--- config.mk ---
export PLATFORM = sky130hd
export DESIGN_NAME = pisr_bank
export DESIGN_NICKNAME = d
export VERILOG_FILES = /design/src/common/pisr_pkg.sv /design/src/hw/pisr_bank.sv
export SDC_FILE = /design/constraint.sdc
export NUM_CORES = 1
export LEC_CHECK = 0
export ABC_AREA = 1
export BUFFER_PORTS_ARGS = -buffer_cell sky130_fd_sc_hd__buf_2
export CAP_MARGIN = 25
export CORE_MARGIN = 8
export CORE_UTILIZATION = 57
export CTS_CLUSTER_DIAMETER = 40
export DETAILED_ROUTE_END_ITERATION = 10
export HOLD_SLACK_MARGIN = 0.1
export PLACE_DENSITY = 0.79
export REMOVE_ABC_BUFFERS = 1
export SLEW_MARGIN = 20
export SYNTH_ARGS = -nofsm -noshare
export SYNTH_HDL_FRONTEND = slang
export SYNTH_SLANG_ARGS = --single-unit
export TNS_END_PERCENT = 30
--- constraint.sdc ---
create_clock -name ref_clk -period 3 [get_ports ref_clk]
set_input_delay 0.45 -clock ref_clk [delete_from_list [all_inputs] [get_ports ref_clk]]
set_output_delay 0.45 -clock ref_clk [all_outputs]
set_load 0.005 [all_outputs]
--- src/common/pisr_pkg.sv ---
// register map, field positions and reset values of the status/mask bank
// assumes: byte-wide register port, one clock domain
package pisr_pkg;
   localparam logic [7:0] OFS_EVT_TOP = 8'h18;
   localparam logic [7:0] OFS_EVT_LOW = 8'h19;
   localparam logic [7:0] OFS_EVT_UP = 8'h1A;
   localparam logic [7:0] OFS_THERM_RAW = 8'h1B;
   localparam logic [7:0] OFS_UP_STAT = 8'h1D;
   localparam logic [7:0] OFS_GLB_MASK = 8'h1E;
   localparam logic [7:0] OFS_LOW_MASK = 8'h1F;
   localparam logic [7:0] OFS_UP_MASK = 8'h20;
   // per-core nibble layout, upper core of a pair sits 4 bits higher
   localparam int BIT_ILIM = 0;
   localparam int BIT_SC = 1;
   localparam int BIT_PG = 2;
   localparam int BIT_ON = 3;
   localparam int NIB_HI = 4;
   // global bits
   localparam int BIT_LDRDY = 0;
   localparam int BIT_RSTREG = 1;
   localparam int BIT_TWARN = 2;
   localparam int BIT_TSD = 3;
   // reset values and writable bits
   localparam logic [7:0] GLB_MASK_RST = 8'h02;
   localparam logic [7:0] GLB_MASK_RW = 8'h07;
   localparam logic [7:0] CORE_MASK_RST = 8'h55;
   localparam logic [7:0] CORE_MASK_RW = 8'h55;
   localparam logic [7:0] CORE_FLAG_BITS = 8'h77;
   localparam logic [7:0] TOP_FLAG_BITS = 8'h07;
   localparam logic [7:0] REG_ZERO = 8'h00;
   localparam logic [15:0] SYNC_RST = 16'h0000;
   // synchroniser vector layout
   localparam int SY_ILIM = 0;
   localparam int SY_SHORT = 4;
   localparam int SY_PGLOW = 8;
   localparam int SY_ON2 = 12;
   localparam int SY_ON3 = 13;
   localparam int SY_TWARN = 14;
   localparam int SY_TSD = 15;
endpackage : pisr_pkg

--- src/hw/pisr_bank.sv ---
// status, latched event flags and interrupt masks of a four-core converter
// assumes: register port is the decoded output of the serial interface,
// same clock; analog condition pins are asynchronous and synchronised here
//
// Functional notes
// RL1: core 3 on-state at bit 7, core 2 at bit 3, status register, read-only.
// RL2: raw power-good per core, 1 while output below threshold, bits 6 and 2.
// RL3: raw current-limit per core, 1 while limiting active, bits 4 and 0.
// RL4: core 2/3 status fully read-only, reserved bits 5 and 1 read zero, zero after reset.
// RL5: thermal warning mask bit 2 resets 0; 0 lets warning interrupt, 1 blocks.
// RL6: thermal warning mask never changes raw thermal warning status.
// RL7: register-reset mask bit 1 resets 1; writing 0 allows that interrupt.
// RL8: load-measurement-ready mask bit 0 resets 0; 1 suppresses that interrupt.
// RL9: core 1/0 power-good masks at bits 6/2, reset 1, 0 enables interrupt.
// RL10: core 1/0 current-limit masks at bits 4/0, reset 1, 0 enables interrupt.
// RL11: per-core masks gate interrupts only, raw status stays live.
// RL12: latched event flags hold until software writes 1 to their bit.
// RL13: raw thermal register shows shutdown at bit 3 and warning at bit 2.
// RL14: interrupt asserted while any flag set with mask 0, else deasserted.
`timescale 1ns/1ns
`default_nettype none
module pisr_bank
   import pisr_pkg::*;
(
   input wire logic ref_clk,
   input wire logic reset,
   input wire logic ce,
   input wire logic [7:0] reg_addr,
   input wire logic reg_wr,
   input wire logic [7:0] reg_wdata,
   input wire logic reg_rd,
   output logic [7:0] reg_rdata,
   input wire logic [3:0] core_curlimit_pin,
   input wire logic [3:0] core_short_pin,
   input wire logic [3:0] core_power_low_pin,
   input wire logic core2_on_pin,
   input wire logic core3_on_pin,
   input wire logic thermal_warn_pin,
   input wire logic thermal_shutdown_pin,
   input wire logic reg_reset_event,
   input wire logic load_ready_event,
   output logic irq_out
);

   function automatic logic hit(input logic [7:0] addr, input logic [7:0] ofs);
      hit = (addr == ofs);
   endfunction : hit

   logic [15:0] sync1;
   logic [15:0] sync2;
   logic [15:0] prev;
   logic [7:0] flag_top;
   logic [15:0] flag_core;
   logic [7:0] mask_glb;
   logic [15:0] mask_core;
   logic [15:0] set_core;
   logic [7:0] set_top;
   logic [15:0] clr_core;
   logic [7:0] clr_top;
   logic [15:0] next_flag_core;
   logic [7:0] next_flag_top;
   logic [7:0] up_status;
   logic [7:0] therm_raw;
   logic [7:0] next_rdata;
   logic pending;
   logic core3_on_flag;
   logic core2_on_flag;
   logic core3_power_ok_raw;
   logic core2_power_ok_raw;
   logic core3_curlimit_raw;
   logic core2_curlimit_raw;
   logic thermal_warn_raw;
   logic thermal_shutdown_raw;
   logic thermal_warn_irq_block;

   // two-stage synchroniser; only the second stage feeds logic
   // prev keeps last cycle's synchronised levels for edge detection; its on and shutdown bits go unused
   always_ff @(posedge ref_clk or posedge reset) begin
      if (reset) begin
         sync1 <= SYNC_RST;
         sync2 <= SYNC_RST;
         prev <= SYNC_RST;
      end else if (ce) begin
         sync1 <= {thermal_shutdown_pin, thermal_warn_pin, core3_on_pin, core2_on_pin,
                   core_power_low_pin, core_short_pin, core_curlimit_pin};
         sync2 <= sync1;
         prev <= sync2;
      end
   end

   assign core3_on_flag = sync2[SY_ON3];
   assign core2_on_flag = sync2[SY_ON2];
   assign core3_power_ok_raw = sync2[SY_PGLOW + 3];
   assign core2_power_ok_raw = sync2[SY_PGLOW + 2];
   assign core3_curlimit_raw = sync2[SY_ILIM + 3];
   assign core2_curlimit_raw = sync2[SY_ILIM + 2];
   assign thermal_warn_raw = sync2[SY_TWARN];
   assign thermal_shutdown_raw = sync2[SY_TSD];
   assign thermal_warn_irq_block = mask_glb[BIT_TWARN];

   // raw status comes from the synchronised pins, masks never enter this path
   always_comb begin
      up_status = REG_ZERO; // RL4 RL11
      up_status[NIB_HI + BIT_ON] = core3_on_flag; // RL1
      up_status[BIT_ON] = core2_on_flag; // RL1
      up_status[NIB_HI + BIT_PG] = core3_power_ok_raw; // RL2
      up_status[BIT_PG] = core2_power_ok_raw; // RL2
      up_status[NIB_HI + BIT_ILIM] = core3_curlimit_raw; // RL3
      up_status[BIT_ILIM] = core2_curlimit_raw; // RL3
      therm_raw = REG_ZERO;
      therm_raw[BIT_TSD] = thermal_shutdown_raw; // RL13
      therm_raw[BIT_TWARN] = thermal_warn_raw; // RL6
   end

   // per-core events: rising current limit, rising short, any power-good change
   genvar c;
   generate
      for (c = 0; c < 4; c++) begin : g_core
         assign set_core[c*4 + BIT_ILIM] = sync2[SY_ILIM + c] & ~prev[SY_ILIM + c];
         assign set_core[c*4 + BIT_SC] = sync2[SY_SHORT + c] & ~prev[SY_SHORT + c];
         assign set_core[c*4 + BIT_PG] = sync2[SY_PGLOW + c] ^ prev[SY_PGLOW + c];
         assign set_core[c*4 + BIT_ON] = 1'b0;
      end
   endgenerate

   always_comb begin
      set_top = REG_ZERO;
      set_top[BIT_TWARN] = thermal_warn_raw & ~prev[SY_TWARN];
      set_top[BIT_RSTREG] = reg_reset_event;
      set_top[BIT_LDRDY] = load_ready_event;
      clr_top = (reg_wr && hit(reg_addr, OFS_EVT_TOP)) ? reg_wdata : REG_ZERO;
      clr_core[7:0] = (reg_wr && hit(reg_addr, OFS_EVT_LOW)) ? reg_wdata : REG_ZERO;
      clr_core[15:8] = (reg_wr && hit(reg_addr, OFS_EVT_UP)) ? reg_wdata : REG_ZERO;
      // a new event in the clearing cycle survives the clear
      next_flag_top = ((flag_top & ~clr_top) | set_top) & TOP_FLAG_BITS; // RL12
      next_flag_core = ((flag_core & ~clr_core) | set_core) & {CORE_FLAG_BITS, CORE_FLAG_BITS}; // RL12
   end

   // event pulses are same-clock and go straight in; pin events arrive two cycles late
   always_ff @(posedge ref_clk or posedge reset) begin
      if (reset) begin
         flag_top <= REG_ZERO;
         flag_core <= {REG_ZERO, REG_ZERO};
      end else if (ce) begin
         flag_top <= next_flag_top; // RL12
         flag_core <= next_flag_core; // RL12
      end
   end

   // reserved mask bits are dropped on write so they always read back zero
   always_ff @(posedge ref_clk or posedge reset) begin
      if (reset) begin
         mask_glb <= GLB_MASK_RST; // RL5 RL7 RL8
         mask_core <= {CORE_MASK_RST, CORE_MASK_RST}; // RL9 RL10
      end else if (ce && reg_wr) begin
         if (hit(reg_addr, OFS_GLB_MASK)) begin
            mask_glb <= reg_wdata & GLB_MASK_RW;
         end
         if (hit(reg_addr, OFS_LOW_MASK)) begin
            mask_core[7:0] <= reg_wdata & CORE_MASK_RW;
         end
         if (hit(reg_addr, OFS_UP_MASK)) begin
            mask_core[15:8] <= reg_wdata & CORE_MASK_RW;
         end
      end
   end

   // short-circuit flags have no mask bit, their mask position is held at zero
   // a masked flag stays latched, so lifting its mask later raises the interrupt at once
   assign pending = (|(flag_top & ~mask_glb)) | (|(flag_core & ~mask_core)); // RL14

   always_ff @(posedge ref_clk or posedge reset) begin
      if (reset) begin
         irq_out <= 1'b0;
      end else if (ce) begin
         irq_out <= pending; // RL14
      end
   end

   // writes to flag registers clear the bits written as 1; raw status registers have no storage here, so writes to them are simply lost
   always_comb begin
      case (reg_addr)
         OFS_EVT_TOP: next_rdata = flag_top;
         OFS_EVT_LOW: next_rdata = flag_core[7:0];
         OFS_EVT_UP: next_rdata = flag_core[15:8];
         OFS_THERM_RAW: next_rdata = therm_raw; // RL13
         OFS_UP_STAT: next_rdata = up_status; // RL4
         OFS_GLB_MASK: next_rdata = mask_glb;
         OFS_LOW_MASK: next_rdata = mask_core[7:0];
         OFS_UP_MASK: next_rdata = mask_core[15:8];
         default: next_rdata = REG_ZERO;
      endcase
   end

   // read data is held between reads so a slow serial shifter can take it
   always_ff @(posedge ref_clk or posedge reset) begin
      if (reset) begin
         reg_rdata <= REG_ZERO;
      end else if (ce && reg_rd) begin
         reg_rdata <= next_rdata;
      end
   end
endmodule : pisr_bank
`default_nettype wire

==> summary by stage, run 1 <==
CTS
TritonCTS created 9 clock buffers. The post-cts repair resize count is 0. The clock tree synthesis step divided the H-tree into 3 levels. After clock tree synthesis, the clock-pin slew on the worst setup and hold paths is 80 ps.

The TritonCTS clock tree is yes. The largest buffer count on any clock path is 2. The post-CTS setup buffer count is 0. CTS placed an instance of clkbuf_8 at the clock tree root. The TritonCTS sink count is 80.

The number of hold buffers added after CTS was 0. Clock latency on the worst-skew pair, taken at its later pin, is approximately 350 ps.

Synth
The share of flip-flops with an asynchronous set or reset after synthesis is 1.00. The cell area after technology mapping is 3670 µm². In the synthesized netlist, the number of instances is 448. The average footprint of a synthesized cell is 8.20 µm². The cell type with the largest total area after synthesis is dfrtp_1.

By area the synthesized netlist is led by dfrtp_1 (48%), nand2_1 (16%), dfstp_2 (6.4%). Counting flops and latches in the post-synthesis netlist gives 80. The most common cell in the synthesized netlist is nand2_1. The number of flops mapped to enable cells by yosys is 0. Counting instances in the post-synthesis netlist gives the leading cell types as nand2_1 (154), dfrtp_1 (71), inv_1 (42), nand3_1 (35), o21ai_0 (35). Of the synthesized area, sequential elements account for 0.548. The share of synthesized area in the top cell type comes to 0.483. The most used flip-flop cell after synthesis is dfrtp_1. The number of distinct library cells after synthesis is 25. The number of warnings reported in the yosys synthesis log is 0.

Worst setup path
The highest-delay cell along the critical path is nor2_2. The worst setup path is captured at a register. The number of cell instances on the worst register-to-register path is 7.

The setup slack of the most critical reg-to-reg path is approximately 1700 ps. Of all nets on the critical path, the largest fanout is 13. The endpoint identified for the worst register-to-register timing path is irq_out.

Data arrives at the worst endpoint at between 1500 and 2000 ps. The data required time of the critical path is between 3000 and 4000 ps. Traced cell by cell, the critical path runs through buf_2, inv_2, nand2_1, nor2_2, nand2_2, o31ai_1, o21ai_1. STA classifies the critical path startpoint as an input port.

In this run the critical register-to-register path is launched from mask_core[6]. The largest single stage delay on the critical path is 520 ps. The type of the worst setup path is input port to register.

Floorplanning
The starting utilization of the core area is 0.585. The core region is 6280 µm². The I/O pin count is 48. The floorplan step set the die height to 96.3 µm. The die area is 9270 µm². The die boundary width is 96.3 µm. The floorplan has 29 rows.

Timing
The final count of pins violating max slew was 0. The period utilization is 0.536. Setup repair after global routing left no endpoint under its margin. Between clock sinks in the finished design, the worst skew comes to roughly 13 ps. The headroom to the max-slew limit is 0.562. The total count of hold-check failures in the final report is 0.

The shortest clock period the worst path allows after layout is roughly 1600 ps. In the final timing run, aggregate negative setup slack is 0 ps. Derived from the worst setup path, the maximum achievable clock frequency is 622 MHz. The slew at the pin with the worst max-slew slack is between 600 and 700 ps.

Setup violations remaining at the end of the flow were counted as 0. The final worst hold slack is 172 ps.

Place
Routability-driven placement finished with a final weighted congestion of approximately 0.85. Once placement finished, the instance area stood at between 3000 and 4000 µm². The number of input and output port buffers inserted is 45. The HPWL after detailed placement is a little over 6 mm.

Pwr
The design draws 2.28 mW. The leakage component of the power is 2.17 nW. The peak ir drop on the vdd network is 0.371 mV. The power density over the cells is 543 nW/µm².

Final layout
The net count of the finished layout is about 530. The fraction of layout instances using a drive strength above 1 is 0.192. From synthesis to final layout, the design area changed by 14.3%. Measured on the finished design, the core utilization comes to 0.669. The number of antenna diodes in the final layout is 0.

Once layout is done, the placed cells without fillers occupy 4200 µm².

Global route
The number of global-route vias before repair was 3148. The first global-routing pass estimated roughly 14 mm of wire. The global router's overall resource usage is 0.200. Global routing finished with a remaining overflow of 0.

The initial antenna violation count is 0. The pin count of the biggest net entering global routing is about 80.

Route
Detailed routing inserted a total of about 3100 vias. The number of design rule violations left after detail routing is 0. The per-cell via count in the routed design is 5.35.

The number of search-and-repair iterations in the first detailed-routing pass is 5. The detailed router finished its first iteration with 166 violations. The sum of routed wire length over all layers is 8.42 mm. Once detail routing completed, the nets flagged for antenna violations numbered 0. The detail-routed net length per standard cell is 14.6 µm.

Min path
The worst hold path belongs to the class input port to async pin.

Flow run
The tool flagged a number of max-cap violations equal to 0.

Run status
The flow ran to the end, and the final reports show no timing, DRC or antenna violations.
-- worst max-delay path: cells and delay by family --
kind	cells	cell delay, ps
AND/OR/NAND/NOR	3	850
AO/OA/AOI/OAI	2	380
buffers and inverters	2	130
-- kinds of logic (layout without fill, tap and decap cells) --
group / count (synthesis) / after routing / synth area share
flops: 80 / 80 / 0.548
simple gates: 230 / 230 / 0.273
compound gates: 77 / 77 / 0.111
buf+inv: 61 / 112 / 0.0684
-- registers in the layout, indices dropped and copies added (netlist names) --
| name | count |
|---|---|
| reg_rdata | 8 |
| sync2 | 16 |
| irq_out | 1 |
| sync1 | 16 |
| mask_glb | 3 |
| mask_core | 8 |
| flag_core | 12 |
| prev | 13 |
| flag_top | 3 |
-- through the flow --
step,instances,setup slack (ps)
after detailed placement,559,1050
after CTS,575,1410
after global placement,559,1070
after global routing,576,1240
final,576,1390
after floorplan,432,513
-- final cells by class --
type / instances / area [µm²]
Sequential cell: 80 / 2010
Fill cell: 547 / 2080
Timing Repair Buffer: 51 / 290
Multi-Input combinational cell: 307 / 1410
Inverter: 45 / 169
Clock buffer: 11 / 141
Tap cell: 77 / 96.3
Clock inverter: 5 / 80.1
-- metal layers --
layer  vias up  routed length, µm  part of all wire  global-route usage
li1       1522                  -                 -                   -
met1      1446               3770              0.45               0.252
met2        91               3930              0.47               0.314
met3        25                457             0.054              0.0406
met4         0                263             0.031               0.113
met5         -                  0                 0                   0
-- layout by cell type (no fill, tap or decap) --
cell / n
buf_16: 1
o21ai_0: 35
buf_4: 5
nand4_1: 2
a22o_1: 1
nor2_1: 15
clkinv_2: 1
clkinvlp_4: 2
nand2_2: 4
dfrtp_1: 71
o2111ai_1: 1
bufinv_16: 2
buf_2: 45
a21oi_1: 5
nand3_1: 35
clkbuf_1: 1
inv_2: 4
o21ai_1: 28
nand2_4: 1
nor2_4: 7
o31ai_1: 3
dfstp_2: 9
o22ai_1: 3
nor2_2: 5
inv_1: 41
clkbuf_8: 10
a21o_1: 1
nor3_1: 7
nand2_1: 154
-- report_power, final --
part / internal [mW] / switching (mW)
logic: 0.0677 / 0.141
clock network: 0.490 / 0.389
registers: 1.15 / 0.0387
-- how the worst max path moves through the flow --
stage                      from      endpoint  slack (ps)
finish              reg_addr[6]  flag_core[0]        1390
CTS                 reg_addr[6]  flag_core[0]        1410
global route        reg_addr[7]  flag_core[0]        1240
detailed placement  reg_addr[6]  flag_core[0]        1050
floorplan                 reset  flag_core[0]         510
global placement    reg_addr[6]  flag_core[4]        1070
No activity file was read; power rests on OpenSTA's default activity.
==> run 2, diff against run 1 <==
==> constraint.sdc (replaced) <==
create_clock -name ref_clk -period 1.5 [get_ports ref_clk]
set_input_delay 0.225 -clock ref_clk [delete_from_list [all_inputs] [get_ports ref_clk]]
set_output_delay 0.225 -clock ref_clk [all_outputs]
set_load 0.005 [all_outputs]
==> run 2 against run 1 <==
Effect of this change:
- critical path type is now register to register
- critical path depth stayed put
- register-to-register slack lost 1400 ps
- sequential power increased by 100%
- worst setup slack got worse by 1200 ps
- flip-flop and latch count unchanged
- design area grew 4.3%
- sequential share of layout area fell by 2.0 points
- total power increased by 100%
- combinational power increased by 120%
==> summary by stage, run 2 (same netlist as run 1, synthesis figures left out) <==
Route
The sum of routed wire length over all layers is 8.69 mm. In the routed design, unresolved DRC markers number 0. The per-cell via count in the routed design is between 5 and 6.

The detail-routed net length per standard cell is 14.6 µm. The pre-antenna-repair detailed-routing pass consisted of 4 iterations. Once detail routing completed, the nets flagged for antenna violations numbered 0. For this block, the via count after detailed routing is 3156.

The number of DRC markers after the initial detailed-route iteration is 146.

Global route
The number of global-route vias before repair is 3112. The initial antenna violation count came to 0. Entering global routing, the biggest net connects 81 pins.

The total overflow reported by the global router is 0. The first global-routing pass estimated 14.5 mm of wire. The global router's overall resource usage is 0.202.

Worst setup path
The nature of the critical path startpoint is a register. For the worst setup path, the data arrival time is 1520 ps. The peak fanout along the critical path is 2. The data required time of the critical path is 1740 ps. STA classifies the critical path endpoint as a register. By startpoint and endpoint, the worst setup path is classified as register to register.

Final layout
Of the cells placed in the final design, the portion with a size suffix greater than 1 is 0.193. The top cell types in the final layout, fill and taps aside, are nand2_1 (154), dfrtp_1 (71), buf_2 (45), inv_1 (41). 0 antenna diodes ended up in the layout. The largest registers in the layout are sync1 (16), sync2 (16), prev (13).

The library cell used most frequently in the layout, excluding fill and tap cells, is nand2_1. The fill cell instance count of the final layout is approximately 530. At the end of the flow, the number of nets in the layout was 552.

The finished cells cover 4380 µm². Once layout is complete, the utilization of the core stands at 0.698. The post-synthesis to final-layout area growth is 19.2%.

Place
Summed over all nets, the half-perimeter wirelength after detailed placement is just over 6 mm. The placed instances occupy a cell area of around 4000 µm². The weighted congestion at the end of routability-driven global placement is 0.893. The worst setup timing slack at the placement stage is 108 ps. The number of input and output port buffers inserted is 45.

CTS
The number of H-tree branching levels is 3. The insertion delay to the later sink of the worst-skew pair is 340 ps. TritonCTS built the clock tree. The post-CTS setup buffer count is 0. No sink is reached through more buffers than the 2 on the longest clock path.

The cell sitting at the root of the clock tree is a clkbuf_8. In this run, CTS created clock tree buffers numbering 9. Post-CTS repair changed the size of 0 cells.

The tree built by TritonCTS fans out to 80 sinks. The CTS clock-pin slew for the worst setup and hold paths is 80 ps.

Timing
The headroom to the max-slew limit is 0.698. The setup-violating endpoint count in the final report is 0. For the finished layout, the period the worst path requires is 1280 ps. Setup repair after global routing left no endpoint under its margin. The final count of pins violating max slew was 0. The total count of hold-check failures in the final report is 0.

Dividing the final minimum period by the clock period gives 0.856. The slew at the pin with the worst max-slew slack is 451 ps. The final worst slack is about 220 ps. Derived from the worst setup path, the maximum achievable clock frequency is roughly 780 MHz. Clock skew on the completed layout was measured at 8.35 ps.

Floorplanning
The die height is 96.3 µm. The region available for standard cell placement spans between 6000 and 7000 µm². 48 I/O pins were placed.

Row generation in the floorplan step produced 29 rows. The starting utilization of the core area is 0.585. The die boundary width is 96.3 µm. The floorplan step defined a die boundary enclosing a little over 9000 µm².

Min path
The worst hold path belongs to the class input port to register.

Flow run
The tool flagged a number of max-cap violations equal to 0.

Pwr
The leakage component of the power is 2.26 nW. The peak ir drop on the vdd network is 0.864 mV. Dividing total power by cell area gives a power density of between 1000 and 1500 nW/µm².

Run status
The run finished with clean final reports.
run 2: final timing paths:
kind                                   start       endpoint  slack [ps]  depth (start not counted)
setup / recovery                mask_core[6]        irq_out         220                          7
hold / removal             core_short_pin[3]       sync1[7]         110                          3
setup reg to reg                mask_core[6]        irq_out         220                          7
hold reg to reg                      prev[3]  flag_core[12]         450                          1
max in group asynchronous              reset   mask_core[2]         610                          4
min in group asynchronous              reset       sync1[6]         510                          4
run 2: stage by stage:
step	power (mW)	hold WS, ps	TNS (ps)	instances
final	4.58	108	0	594
after global routing	4.78	104	0	594
after CTS	4.61	100	0	594
after detailed placement	2.86	353	0	564
after global placement	2.83	349	0	564
after floorplan	2.65	319	-57470	432
run 2: metal layers:
metal	wire (µm)	vias to the layer above	share of wire	global-route usage
met5	0	-	0	0
met4	187	0	0.022	0.0820
met3	530	20	0.061	0.0398
met2	4120	102	0.47	0.327
met1	3850	1470	0.44	0.261
li1	-	1564	-	-
run 2: critical path, cell delays in order (launching register included):
cell     delay [ps]
dfstp_2         550
inv_1            50
nand2_1          50
o21ai_0          80
nor2_1          140
nand4_1         100
nor2_1          150
nor2_1           50
run 2: area by class of cell:
class | count | area [µm²] | area share
Inverter | 45 | 169 | 0.0386
Multi-Input combinational cell | 307 | 1410 | 0.322
Clock inverter | 5 | 78.8 | 0.0180
Clock buffer | 10 | 138 | 0.0314
Tap cell | 77 | 96.3 | 0.0220
Sequential cell | 80 | 2010 | 0.460
Timing Repair Buffer | 70 | 475 | 0.109
run 2: power breakdown:
group	switching [mW]	total, mW	internal, mW	leakage, nW
registers	0.0788	2.39	2.31	0.927
logic	0.290	0.457	0.167	1.22
clock network	0.756	1.73	0.974	0.113
total	1.13	4.58	3.45	2.26
run 2: repair_timing:
item | 4_1_cts | 5_1_grt
hold endpoints to repair | 85 | 0
endpoints found under the setup margin | 0 | 0
hold buffers | 15 | 0
